--- config.mk ---
export PLATFORM = sky130hd
export DESIGN_NAME = timer16_output_compare
export DESIGN_NICKNAME = d
export VERILOG_FILES = /design/src/hw/timer16_pkg.sv /design/src/hw/compare_chan.sv /design/src/hw/timer16_output_compare.sv
export VERILOG_INCLUDE_DIRS = /design/src /design/src/hw
export SDC_FILE = /design/constraint.sdc
export NUM_CORES = 1
export LEC_CHECK = 0
export BUFFER_PORTS_ARGS = -buffer_cell sky130_fd_sc_hd__clkbuf_2
export CAP_MARGIN = 10
export CORE_AREA = 2 2 107 150
export DETAILED_ROUTE_END_ITERATION = 6
export DIE_AREA = 0 0 109 152
export GPL_TIMING_DRIVEN = 0
export PLACE_DENSITY = 0.8
export SLEW_MARGIN = 20
export SYNTH_ARGS = -nofsm -noshare
export SYNTH_HDL_FRONTEND = slang
export SYNTH_SLANG_ARGS = --single-unit
export TNS_END_PERCENT = 5
--- constraint.sdc ---
create_clock -name clk -period 4.03 [get_ports clk]
set_clock_uncertainty 0.15 [all_clocks]
set_input_delay 0.806 -clock clk [delete_from_list [all_inputs] [get_ports clk]]
set_output_delay 0.806 -clock clk [all_outputs]
set_load 0.02 [all_outputs]
--- src/hw/timer16_cfg.svh ---
// Offsets, reset values and fixed counts of the 16-bit compare timer.
// Assumes byte addresses on a 32-bit Avalon-MM slave; data in bits 7:0.
`ifndef TIMER16_CFG_SVH
`define TIMER16_CFG_SVH

// Register byte offsets
`define OFS_CTRL        6'h00
`define OFS_IRQ_EN      6'h04
`define OFS_FLAGS       6'h08
`define OFS_FORCE       6'h0C
`define OFS_COUNT_LOW   6'h10
`define OFS_COUNT_HIGH  6'h14
`define OFS_CMPA_LOW    6'h18
`define OFS_CMPA_HIGH   6'h1C
`define OFS_CMPB_LOW    6'h20
`define OFS_CMPB_HIGH   6'h24
`define OFS_CAP_LOW     6'h28
`define OFS_CAP_HIGH    6'h2C

// Control field positions
`define CTRL_MODE_LSB   0
`define CTRL_ACTA_LSB   4
`define CTRL_ACTB_LSB   6

// Flag and enable bit positions
`define BIT_CMPA        0
`define BIT_CMPB        1
`define BIT_OVF         2

// Reset values
`define RST_BYTE        8'h00
`define RST_WORD        16'h0000

// Counter extremes and fixed tops
`define CNT_MAX         16'hFFFF
`define CNT_BOTTOM      16'h0000
`define TOP_8BIT        16'h00FF
`define TOP_9BIT        16'h01FF
`define TOP_10BIT       16'h03FF

`endif

--- src/hw/timer16_pkg.sv ---
// Types shared by the compare timer and its compare channel.
// Assumes timer16_cfg.svh holds offsets, bit positions and fixed values; this package holds shapes only.
package timer16_pkg;

    typedef logic [3:0] mode_t;     // Waveform mode selector
    typedef logic [1:0] action_t;   // Output action selector

    // State of one compare channel
    typedef struct packed {
        logic [15:0] compare;       // Working compare value
        logic [15:0] buffer;        // Double-buffer value
        logic        oc;            // Internal compare output
    } chan_s;

    // State of the top block
    typedef struct packed {
        logic        wait_r;        // Avalon waitrequest
        logic [7:0]  rdata;         // Avalon read byte
        logic [7:0]  temp;          // Shared high-byte latch
        logic [15:0] count;         // Timer count
        logic        dir_up;        // Dual-slope direction
        logic        block;         // Match blocking after count write
        mode_t       mode;          // Waveform mode
        action_t     act_a;         // Channel A action
        action_t     act_b;         // Channel B action
        logic [2:0]  ien;           // Interrupt enables
        logic [2:0]  flags;         // Match A, match B, overflow
        logic [15:0] cap;           // Capture value used as top
        logic [2:0]  irq;           // Interrupt requests
        logic [1:0]  pin_out;       // Pin drive values
        logic [1:0]  pin_oe;        // Pin drive enables
    } top_s;

endpackage

--- src/hw/compare_chan.sv ---
// One compare channel: buffer, working compare value and output register.
// Assumes the parent qualifies match and load events with the timer tick, and force with the mode.
`timescale 1ns/1ps
module compare_chan (
    // Clock and reset
    input  wire logic                 clk,
    input  wire logic                 rst,
    // Value write and buffering control
    input  wire logic                 wr_en,
    input  wire logic [15:0]          wr_val,
    input  wire logic                 buffered,
    input  wire logic                 load_ev,
    // Output events and mode
    input  wire logic                 match_ev,
    input  wire logic                 force_ev,
    input  wire logic                 restart_ev,
    input  wire logic                 pwm,
    input  wire logic                 dual,
    input  wire logic                 dir_up,
    input  wire timer16_pkg::action_t action,
    // State seen by the parent
    output logic [15:0]               compare,
    output logic [15:0]               buffer,
    output logic                      oc
);
    timer16_pkg::chan_s q, d;       // Registered state and its next value

    // Next state: value path, then output register
    always_comb begin
        d = q;
        if (wr_en) begin
            d.buffer = wr_val;
            if (!buffered) begin
                d.compare = wr_val;
            end
        end
        if (buffered && load_ev) begin
            d.compare = q.buffer;
        end
        // Action 0 never touches the output, whatever the mode
        if (!pwm) begin
            if (match_ev || force_ev) begin
                unique case (action)
                    2'h1: d.oc = ~q.oc;
                    2'h2: d.oc = 1'b0;
                    2'h3: d.oc = 1'b1;
                    2'h0: d.oc = q.oc;
                endcase
            end
        end else if (action[1]) begin
            if (match_ev) begin
                d.oc = (dual && !dir_up) ? ~action[0] : action[0];
            end else if (restart_ev && !dual) begin
                d.oc = ~action[0];
            end
        end
    end

    // State register; reset clears the output register
    always_ff @(posedge clk) begin
        if (rst) begin
            q <= '0;
        end else begin
            q <= d;
        end
    end

    assign compare = q.compare;
    assign buffer  = q.buffer;
    assign oc      = q.oc;
endmodule

--- src/hw/timer16_output_compare.sv ---
// Two-channel 16-bit compare timer with overflow flag and pin override.
// Assumes an Avalon-MM master on clk, a one-cycle timer_tick from the
// prescaler and port register bits on the same clock.
//
// Contract
// - Compare on every timer tick; flag follows the match tick.
// - Enabled flag requests interrupt; ack or W1C clears.
// - Channel A value may serve as counter top.
// - PWM modes buffer compare; Normal/clear-on-match bypass.
// - Buffered value loads only at top or bottom.
// - CPU writes buffer or working value by mode.
// - Compare high byte read directly, not latched.
// - High byte latches; low write updates sixteen bits.
// - Force updates output only, no flag, no clear.
// - Count write blocks matches on next tick.
// - Output register keeps value across mode change.
// - Action field unbuffered, used at next match.
// - Reset clears each output register.
// - Nonzero action overrides port value; direction kept.
// - Action zero leaves output unchanged on match.
// - Action affects output only, never the count.
// - Mode zero counts up, wraps to zero.
// - Overflow flag set on wrap; ack or W1C clears.
// - Normal mode accepts count writes any time.
// - Action selects set/clear/toggle or PWM polarity.
// - Count write beats hardware clear or count.
//
// The placing of the registers and the Avalon-MM register port are this design's own decisions.
`timescale 1ns/1ps
`include "timer16_cfg.svh"
module timer16_output_compare (
    // Clock and reset
    input  wire logic        clk,
    input  wire logic        rst,
    // Avalon-MM slave
    input  wire logic [5:0]  avs_address,
    input  wire logic        avs_read,
    input  wire logic        avs_write,
    input  wire logic [31:0] avs_writedata,
    input  wire logic [3:0]  avs_byteenable,
    output logic      [31:0] avs_readdata,
    output logic             avs_waitrequest,
    // Prescaled timer clock enable
    input  wire logic        timer_tick,
    // Interrupt requests and service acknowledges
    output logic      [2:0]  irq_req,
    input  wire logic [2:0]  irq_ack,
    // Port logic for pins A and B
    input  wire logic [1:0]  port_out_value,
    input  wire logic [1:0]  pin_direction_bit,
    output logic      [1:0]  pin_out,
    output logic      [1:0]  pin_oe
);
    timer16_pkg::top_s q, d;        // Registered state and its next value

    // Channel state
    logic [15:0] cmp_a, cmp_b;      // Working compare values
    logic [15:0] buf_a, buf_b;      // Buffer values
    logic        oc_a, oc_b;        // Internal compare outputs

    // Decoded mode and events
    logic        pwm, dual, clear_on_match_mode;    // Mode classes
    logic        buffered;          // Double buffering active
    logic [15:0] top_v;             // Current top value
    logic        at_top, at_bot;    // Count at extremes
    logic        tick_run;          // Tick not overridden by a count write
    logic        load_ev;           // Buffer to compare transfer
    logic        match_a, match_b;  // Qualified compare matches
    logic        force_a, force_b;  // Force strobes
    logic        ovf_ev;            // Overflow event
    logic        done;              // Access completes this edge
    logic        wr_ok;             // Write completes, low lane enabled
    logic [7:0]  wbyte;             // Written byte
    logic        wr_cmpa, wr_cmpb;  // Low-byte compare writes
    logic        wr_cnt;            // Low-byte count write

    // Top value chosen by mode; A or capture may define it
    function automatic logic [15:0] top_of(input timer16_pkg::mode_t m,
                                           input logic [15:0] a,
                                           input logic [15:0] c);
        unique case (m)
            4'h1, 4'h5:               top_of = `TOP_8BIT;
            4'h2, 4'h6:               top_of = `TOP_9BIT;
            4'h3, 4'h7:               top_of = `TOP_10BIT;
            4'h4, 4'h9, 4'hB, 4'hF:   top_of = a;
            4'h8, 4'hA, 4'hC, 4'hE:   top_of = c;
            4'h0, 4'hD:               top_of = `CNT_MAX;
        endcase
    endfunction

    // Reading a compare value: buffer while buffered, else working value
    function automatic logic [15:0] cmp_view(input logic b,
                                             input logic [15:0] bv,
                                             input logic [15:0] wv);
        cmp_view = b ? bv : wv;
    endfunction

    // Mode classes; action fields take no part here
    always_comb begin
        clear_on_match_mode      = (q.mode == 4'h4) || (q.mode == 4'hC);
        pwm      = !(q.mode == 4'h0 || clear_on_match_mode || q.mode == 4'hD);
        dual     = (q.mode inside {4'h1, 4'h2, 4'h3, 4'h8, 4'h9, 4'hA, 4'hB});
        buffered = pwm;
        top_v    = top_of(q.mode, cmp_a, q.cap);
        at_top   = (q.count == top_v);
        at_bot   = (q.count == `CNT_BOTTOM);
    end

    // Bus decode; a request completes on the edge where waitrequest is low
    always_comb begin
        done    = (avs_read || avs_write) && !q.wait_r;
        wr_ok   = done && avs_write && avs_byteenable[0];
        wbyte   = avs_writedata[7:0];
        wr_cmpa = wr_ok && (avs_address == `OFS_CMPA_LOW);
        wr_cmpb = wr_ok && (avs_address == `OFS_CMPB_LOW);
        wr_cnt  = wr_ok && (avs_address == `OFS_COUNT_LOW);
        force_a = wr_ok && (avs_address == `OFS_FORCE) && wbyte[0] && !pwm;
        force_b = wr_ok && (avs_address == `OFS_FORCE) && wbyte[1] && !pwm;
    end

    // Timer events; a count write overrides this tick for overflow and load, not for matches
    always_comb begin
        tick_run = timer_tick && !wr_cnt;
        // Matches on a tick, unless a count write blocked this one
        match_a  = timer_tick && !q.block && (q.count == cmp_a);
        match_b  = timer_tick && !q.block && (q.count == cmp_b);
        if (dual) begin
            ovf_ev  = tick_run && at_bot && !q.dir_up;
            load_ev = tick_run && ((q.mode inside {4'h8, 4'h9}) ? at_bot : at_top);
        end else begin
            ovf_ev  = tick_run && (clear_on_match_mode ? (q.count == `CNT_MAX) : at_top);
            load_ev = tick_run && at_top;
        end
    end

    // Next state of the whole block
    always_comb begin
        d = q;
        // Waitrequest drops for one cycle per request
        d.wait_r = !((avs_read || avs_write) && q.wait_r);
        if ((avs_read || avs_write) && q.wait_r) begin
            unique case (avs_address)
                `OFS_CTRL:       d.rdata = {q.act_b, q.act_a, q.mode};
                `OFS_IRQ_EN:     d.rdata = {5'h00, q.ien};
                `OFS_FLAGS:      d.rdata = {5'h00, q.flags};
                `OFS_COUNT_LOW:  d.rdata = q.count[7:0];
                `OFS_COUNT_HIGH: d.rdata = q.temp;
                `OFS_CMPA_LOW:   d.rdata = 8'(cmp_view(buffered, buf_a, cmp_a));
                // Compare high bytes never change by hardware, so no latch
                `OFS_CMPA_HIGH:  d.rdata = 8'(cmp_view(buffered, buf_a, cmp_a) >> 8);
                `OFS_CMPB_LOW:   d.rdata = 8'(cmp_view(buffered, buf_b, cmp_b));
                `OFS_CMPB_HIGH:  d.rdata = 8'(cmp_view(buffered, buf_b, cmp_b) >> 8);
                `OFS_CAP_LOW:    d.rdata = q.cap[7:0];
                `OFS_CAP_HIGH:   d.rdata = q.cap[15:8];
                default:         d.rdata = 8'h00;              // Unmapped reads zero
            endcase
        end
        // Count low read latches its high byte for the next high read
        if (done && avs_read && avs_address == `OFS_COUNT_LOW) begin
            d.temp = q.count[15:8];
        end
        // Register writes; high bytes only load the latch
        if (wr_ok) begin
            unique case (avs_address)
                `OFS_CTRL: begin
                    d.mode  = wbyte[3:0];
                    d.act_a = wbyte[5:4];
                    d.act_b = wbyte[7:6];
                end
                `OFS_IRQ_EN:     d.ien = wbyte[2:0];
                `OFS_COUNT_HIGH,
                `OFS_CMPA_HIGH,
                `OFS_CMPB_HIGH,
                `OFS_CAP_HIGH:   d.temp = wbyte;
                `OFS_CAP_LOW:    d.cap = {q.temp, wbyte};
                default:         d.temp = d.temp;
            endcase
        end
        // Counting; a count write wins over any count or clear
        if (wr_cnt) begin
            d.count = {q.temp, wbyte};
        end else if (tick_run) begin
            if (dual) begin
                if (q.dir_up) begin
                    d.dir_up = !at_top;
                    d.count  = at_top ? q.count - 16'h0001 : q.count + 16'h0001;
                end else begin
                    d.dir_up = at_bot;
                    d.count  = at_bot ? q.count + 16'h0001 : q.count - 16'h0001;
                end
            end else begin
                // Mode zero: top is MAX, so this is a plain wrap
                d.count  = at_top ? `CNT_BOTTOM : q.count + 16'h0001;
                d.dir_up = 1'b1;
            end
        end
        // Blocking lasts until the next tick after a count write
        if (wr_cnt) begin
            d.block = 1'b1;
        end else if (timer_tick) begin
            d.block = 1'b0;
        end
        // Flags: clears first, hardware sets last so a set wins
        if (wr_ok && avs_address == `OFS_FLAGS) begin
            d.flags = q.flags & ~wbyte[2:0];
        end
        d.flags = d.flags & ~irq_ack;
        if (match_a) begin
            d.flags[`BIT_CMPA] = 1'b1;
        end
        if (match_b) begin
            d.flags[`BIT_CMPB] = 1'b1;
        end
        if (ovf_ev) begin
            d.flags[`BIT_OVF] = 1'b1;
        end
        d.irq = d.flags & d.ien;
        // Pin override by nonzero action; direction always from the port
        d.pin_out[0] = (q.act_a != 2'h0) ? oc_a : port_out_value[0];
        d.pin_out[1] = (q.act_b != 2'h0) ? oc_b : port_out_value[1];
        d.pin_oe     = pin_direction_bit;
    end

    // State register
    always_ff @(posedge clk) begin
        if (rst) begin
            q        <= '0;
            q.wait_r <= 1'b1;
            q.dir_up <= 1'b1;
        end else begin
            q <= d;
        end
    end

    // Channel A; its value may also set the top
    compare_chan u_chan_a (
        .clk        (clk),
        .rst        (rst),
        .wr_en      (wr_cmpa),
        .wr_val     ({q.temp, wbyte}),
        .buffered   (buffered),
        .load_ev    (load_ev),
        .match_ev   (match_a),
        .force_ev   (force_a),
        .restart_ev (load_ev),
        .pwm        (pwm),
        .dual       (dual),
        .dir_up     (q.dir_up),
        .action     (q.act_a),
        .compare    (cmp_a),
        .buffer     (buf_a),
        .oc         (oc_a)
    );

    // Channel B
    compare_chan u_chan_b (
        .clk        (clk),
        .rst        (rst),
        .wr_en      (wr_cmpb),
        .wr_val     ({q.temp, wbyte}),
        .buffered   (buffered),
        .load_ev    (load_ev),
        .match_ev   (match_b),
        .force_ev   (force_b),
        .restart_ev (load_ev),
        .pwm        (pwm),
        .dual       (dual),
        .dir_up     (q.dir_up),
        .action     (q.act_b),
        .compare    (cmp_b),
        .buffer     (buf_b),
        .oc         (oc_b)
    );

    // Outputs straight from the state register
    assign avs_readdata    = {24'h000000, q.rdata};
    assign avs_waitrequest = q.wait_r;
    assign irq_req         = q.irq;
    assign pin_out         = q.pin_out;
    assign pin_oe          = q.pin_oe;
endmodule

## Word-level counts from Yosys, hierarchy flattened

Cells that the tools add are included.

- Register bits: 138
- Output and inout port bits: 40
- Bits of input ports: 54
- Logic and storage cells: 193

- Mux-type cells: 47
- Reduce and logical (&&, ||, !) cells: 73
- Equality and inequality tests: 40
- Add/sub/neg operators: 2
- Bitwise logic cells: 10

Operators with widths:

| cell | number |
|---|---|
| $mux W16 | 9 |
| $pmux W16 S6 | 1 |
| $pmux W8 S11 | 1 |
| $mux W32 | 2 |
| $mux W17 | 3 |
| $eq A16 B16 Y1 | 3 |
| $eq A4 B4 Y1 const B | 8 |
| $logic_and A1 B1 Y1 | 27 |
| $eq A6 B5 Y1 const B | 4 |
| $eq A6 B6 Y1 const B | 4 |
| $mux W8 | 3 |
| $mux W1 | 23 |
| $reduce_bool A2 Y1 | 10 |
| $add A16 B1 Y16 const B | 1 |
| $eq A16 B16 Y1 const B | 1 |
| $eq A4 B3 Y1 const B | 4 |
| $logic_not A16 Y1 | 1 |
| $sub A16 B1 Y16 const B | 1 |
| $eq A6 B4 Y1 const B | 2 |
| $reduce_or A4 Y1 | 3 |
| $reduce_and A2 Y1 | 5 |
| $and A3 B3 Y3 | 3 |
| $mux W3 | 3 |
| $eq A2 B2 Y1 const B | 4 |
| 18 further kinds | 46 |

## Depth between registers and ports, before layout

- Depth in word-level cells: 14
- Mapped depth: 13
- Depth with buffers taken out: 10

## Cells and area by module

Synthesis repeated with hierarchy kept, for this count alone.

- Cells, all modules: 1176
- Area total of the unflattened synthesis: 9205.1 um2

By module, submodules not included:

| module | times used | cells an instance | sequential area each (um2) | area an instance (um2) |
|---|---|---|---|---|
| timer16_output_compare | 1 | 896 | 1441.4 | 6324.8 |
| compare_chan | 2 | 140 | 660.6 | 1440.1 |

## Worst setup path after synthesis

OpenSTA, ideal clock, no wires.

- Path type: input port to flip-flop
- From: input port avs_address[2]
- To: register u_chan_b.q, in the netlist u_chan_b.compare[3]
- Stages: 9
- Path slack: 813 ps
- Data required time: 3752 ps
- Setup time: 128 ps
- Arrival: 2940 ps
- Cells stage by stage: or4_1 or2_2 clkbuf_1 nor2_1 nand2_1 clkbuf_1 mux2_2 mux2i_1 nor2_1

- Cells in the longest elaborated chain, start to end: 9
- Elaborated cells on any way between the ends: 14
- Classes of those cells: eq/ne (2); mux (2); reduce/logical (10)

Ends and longest elaborated chain:

| what | RTL line | source |
|---|---|---|
| start, declared | timer16_output_compare.sv:36 | `input wire logic [5:0] avs_address,` |
| $eq A6 B5 Y1 | -- |  |
| $logic_and A1 B1 Y1 | timer16_output_compare.sv:116 | `` wr_cnt = wr_ok && (avs_address == `OFS_COUNT_LOW); `` |
| $logic_not A1 Y1 | timer16_output_compare.sv:123 | `tick_run = timer_tick && !wr_cnt;` |
| $logic_and A1 B1 Y1 | timer16_output_compare.sv:123 |  |
| $logic_and A1 B1 Y1 (on tied branches) | timer16_output_compare.sv:132, timer16_output_compare.sv:129 |  |
| $mux W1 | timer16_output_compare.sv:127 | `if (dual) begin` |
| $logic_and A1 B1 Y1 | compare_chan.sv:37 | `if (buffered && load_ev) begin` |
| $reduce_bool A2 Y1 (no source line) | -- |  |
| $reduce_and A2 Y1 (no source line) | -- |  |
| end signal, assigned | compare_chan.sv:62 | `q <= '0;` |
| end signal, assigned | compare_chan.sv:64 | `q <= d;` |
| end, declared | compare_chan.sv:26 | `timer16_pkg::chan_s q, d;` |

Several ways; a longest one is shown, not always the timed one.
A chain may end at the register's enable or synchronous reset.

## Final worst setup path

- From: register q[36] in the netlist's numbering
- To: register q, in the netlist avs_readdata[3]

- Cells in the longest elaborated chain, start to end: 6
- Elaborated cells on any way between the ends: 10
- Classes of those cells: eq/ne (3); mux (3); reduce/logical (4)

Ends and longest elaborated chain:

| what | RTL line | source |
|---|---|---|
| start, declared | timer16_output_compare.sv:54 | `timer16_pkg::top_s q, d;` |
| $eq A4 B3 Y1 / $eq A4 B4 Y1 (equally long branches) | timer16_output_compare.sv:100 | `clear_on_match_mode = (q.mode == 4'h4) \|\| (q.mode == 4'hC);` |
| $logic_or A1 B1 Y1 | timer16_output_compare.sv:100 |  |
| $logic_or A1 B1 Y1 (2 in series) | timer16_output_compare.sv:101 | `pwm = !(q.mode == 4'h0 \|\| clear_on_match_mode \|\| q.mode == 4'hD);` |
| $mux W16 | timer16_output_compare.sv:95 | `cmp_view = b ? bv : wv;` |
| $pmux W8 S11 (*) | timer16_output_compare.sv:142 | `unique case (avs_address)` |

Every way passes the cells marked *; elsewhere a longest branch is shown, timed or not.

==> flow_summary.ini <==
[detailed_routing]
ant_nets = 0
dr.first_iter.drc_count = 1351
vias = 9909
drc = 0
vias_per_cell = 6.741
wl_per_cell_um = 26.49
routed_wl_mm = 38.94
drtPass1Iterations = 6

[power]
peakVddDrop_mv = 0.3442
p_seq_frac = 0.395
power_leakage_nw = 3.740
powerDensity_nw_per_um2 = 348.4
swShare = 0.2849
p_int_w = 0.002522
comb_power_share = 0.120
p_sw_w = 0.001004
power_w = 0.003526
power_frac_clock = 0.485

[layout]
drive_gt1_frac = 0.1381
antenna_cells = 0
area_growth_pct = 12.97
final_util = 0.6600
nets = 1317
postLayoutCellArea_um2 = 10120

[setup_path]
path_buf_inv = 3
regToRegSetupSlack_ns = 0.02
max_stage_delay_ns = 0.77
cp.required_ns = 4.18
cpMostUsedCell = buf_2
crit_fanout = 10
cpMaxStageDelayCell = a2111oi_0
crit_end = avs_readdata[3]
critPathLaunchType = register
end_kind = register
startpoint = q[36]
cp.arrival_ns = 4.16
cp_top_family = compound AO/OA/AOI/OAI gates
cp_cell_sequence = buf_2 > buf_2 > o21ai_0 > nand2b_1 > buf_2 > mux2i_1 > o22ai_1 > a2111oi_0 > nor2_1 > a21oi_1 > nor2_1
worst-path-stages = 11
r2r_end = avs_readdata[3]
timing.rr.start = q[36]
crit_type = reg -> reg
worstRegToRegCells = 11

[place]
post_dp_cell_area_um2 = 9468
dp_hpwl_mm = 28.56
gp_congestion = 1.032
port_buffers = 34

[clock_network]
clkTransAtPathRegs_ns = 0.07
hold_buffers = 0
cts_max_level = 4
tritoncts = built
post-cts-setup-buffers = 0
cts_sinks = 138
clock-root-buffer = clkbuf_16
cts_buffer_depth = 2
cts_made_buffers = 17
cts_resized = 0
clock_latency_ns = 0.44

[worst_hold_path]
hold_path_class = reg -> reg

[sta]
fin_crit_sh = 0.9958
slew_headroom = 0.2389
period_needed_ns = 4.013
slew_violations = 0
worst_slew_pin_slew_ns = 1.142
rsz0062_at_grt = false
fin_tns_setup_ns = 0
hold_viol = 0
max_freq_mhz = 249.2
setup_violations = 0

[logic_synthesis]
synth-main-ff-cell = dfxtp_1
synthCells = 1185
syn_avg_cell_area_um2 = 7.561
yosysTopAreaCellShare = 0.3083
synth_common_cells = nand2_1, dfxtp_1, a21oi_1
synth_area_leaders = dfxtp_1, nand2_1, a21oi_1
ys_types = 77
synth-seq-area-share = 0.3083
async_flop_share = 0
syn-cell-area_um2 = 8960
ys_seq_elements = 138
synth_edf_count = 0
synth_top_cell_by_area = dfxtp_1
ys_warn_count = 0
synthMostInstantiatedCell = nand2_1

[die]
die_area_um2 = 16570
initial_core_util = 0.5842
die_x_um = 109
num_io_pins = 94
dieHeight_um = 152
rows = 54
core-area_um2 = 15340

[flow_run]
drv_cap = 0

[global_routing]
grt_max_degree = 17
grt.overflow.total = 0
grt_usage = 0.4745
grt_pass1_vias = 9618
grt_first_pass_wirelength_mm = 57.30
antenna_found_initial = 0

[status]
status = finished, final reports clean
power groups by stage:
| stage | Combinational [W] | Sequential (W) | Clock [W] |
|---|---|---|---|
| 6_report | 0.000422 | 0.00139 | 0.00171 |
| 5_1_grt | 0.000444 | 0.00139 | 0.00175 |
| 4_1_cts | 0.000400 | 0.00139 | 0.00169 |
| 3_5_place_dp | 0.000399 | 0.00142 | 0 |
| 3_3_place_gp | 0.000397 | 0.00142 | 0 |
| 2_1_floorplan | 0.000275 | 0.00142 | 0 |
per-stage QoR:
step / hold WS [ns] / setup slack [ns] / std cells
floorplan: 0.2823 / 0.8129 / 1208
global placement: 0.2928 / 0.003568 / 1438
detailed placement: 0.3062 / -0.03109 / 1438
CTS: 0.3149 / 0.08513 / 1470
global route: 0.3320 / 0.01438 / 1470
finish: 0.3095 / 0.01691 / 1470
tightest hold or removal path, stage by stage, from the launching register on:
cell and delay, ns:
dfxtp_1 0.31, nand2_1 0.05, a21oi_1 0.05
metal layers:
layer / vias up / part of all wire / routed length, µm / global-route usage
met5: - / 0 / 0 / 0
met4: 0 / 0.11 / 4477 / 0.4536
li1: 4353 / - / - / -
met2: 706 / 0.45 / 17410 / 0.7208
met3: 285 / 0.11 / 4366 / 0.1527
met1: 4565 / 0.33 / 12680 / 0.5024
cells by family after synthesis:
logic type      Yosys count  share of synthesized area
compound gates          302                     0.2190
simple gates            460                     0.2486
mux                      68                    0.07834
buf+inv                 157                    0.08686
fa+ha+maj                 2                   0.002792
xor+xnor                 57                    0.05572
flops                   138                     0.3083
other cells               1                  0.0004185
cell type report:
type	count	area (µm²)
inverter	13	48.80
sequential	138	2763
buffer	144	729.5
clock buffer	19	442.9
clock inverter	13	183.9
timing repair buffer	34	170.2
tap	196	245.2
multi-input combinational	913	5539
fill	1376	5215
registers in the layout (all words and copies together), names as in the netlist:
register / count
q: 56
u_chan_a.buffer: 16
u_chan_a.compare: 16
u_chan_b.buffer: 16
u_chan_b.compare: 16
avs_readdata: 8
irq_req: 3
pin_oe: 2
pin_out: 2
avs_waitrequest: 1
u_chan_a.oc: 1
u_chan_b.oc: 1
worst min path at each step:
stage / start / end / slack (ns) / cells after the start
CTS: avs_readdata[1] / avs_readdata[1] / 0.31 / 2
finish: avs_readdata[1] / avs_readdata[1] / 0.31 / 2
detailed placement: avs_readdata[1] / avs_readdata[1] / 0.31 / 2
floorplan: avs_readdata[1] / avs_readdata[1] / 0.28 / 2
global route: avs_readdata[2] / avs_readdata[2] / 0.33 / 2
global placement: avs_readdata[2] / avs_readdata[2] / 0.29 / 2
cell usage in the layout, fill, tap and decap left out, types with 5 or more instances in the layout:
cell / synthesis / final
nand2_1: 182 / 182
dfxtp_1: 138 / 138
a21oi_1: 121 / 121
nor2_1: 80 / 80
clkbuf_1: 73 / 74
nand3_1: 52 / 52
mux2i_1: 51 / 51
buf_4: 42 / 42
clkbuf_2: 0 / 34
a211oi_1: 30 / 30
o21ai_0: 29 / 29
xor2_1: 29 / 29
xnor2_1: 28 / 28
nor3_1: 27 / 26
conb_1: 1 / 24
a22oi_1: 22 / 22
buf_2: 19 / 19
o22ai_1: 17 / 17
nor4_1: 19 / 17
clkbuf_16: 0 / 17
mux2_2: 16 / 16
nor2b_1: 12 / 12
nand2b_1: 12 / 12
a221oi_1: 12 / 12
inv_1: 11 / 11
o211ai_1: 11 / 11
nand4_1: 11 / 11
and3_1: 10 / 10
buf_1: 9 / 9
or3_1: 9 / 9
a31oi_1: 7 / 7
or3b_2: 7 / 7
or2_2: 6 / 6
o211a_1: 6 / 6
nand3b_1: 5 / 5
or4_1: 5 / 5
o31ai_1: 5 / 5
(Power assumes the default switching activity.)
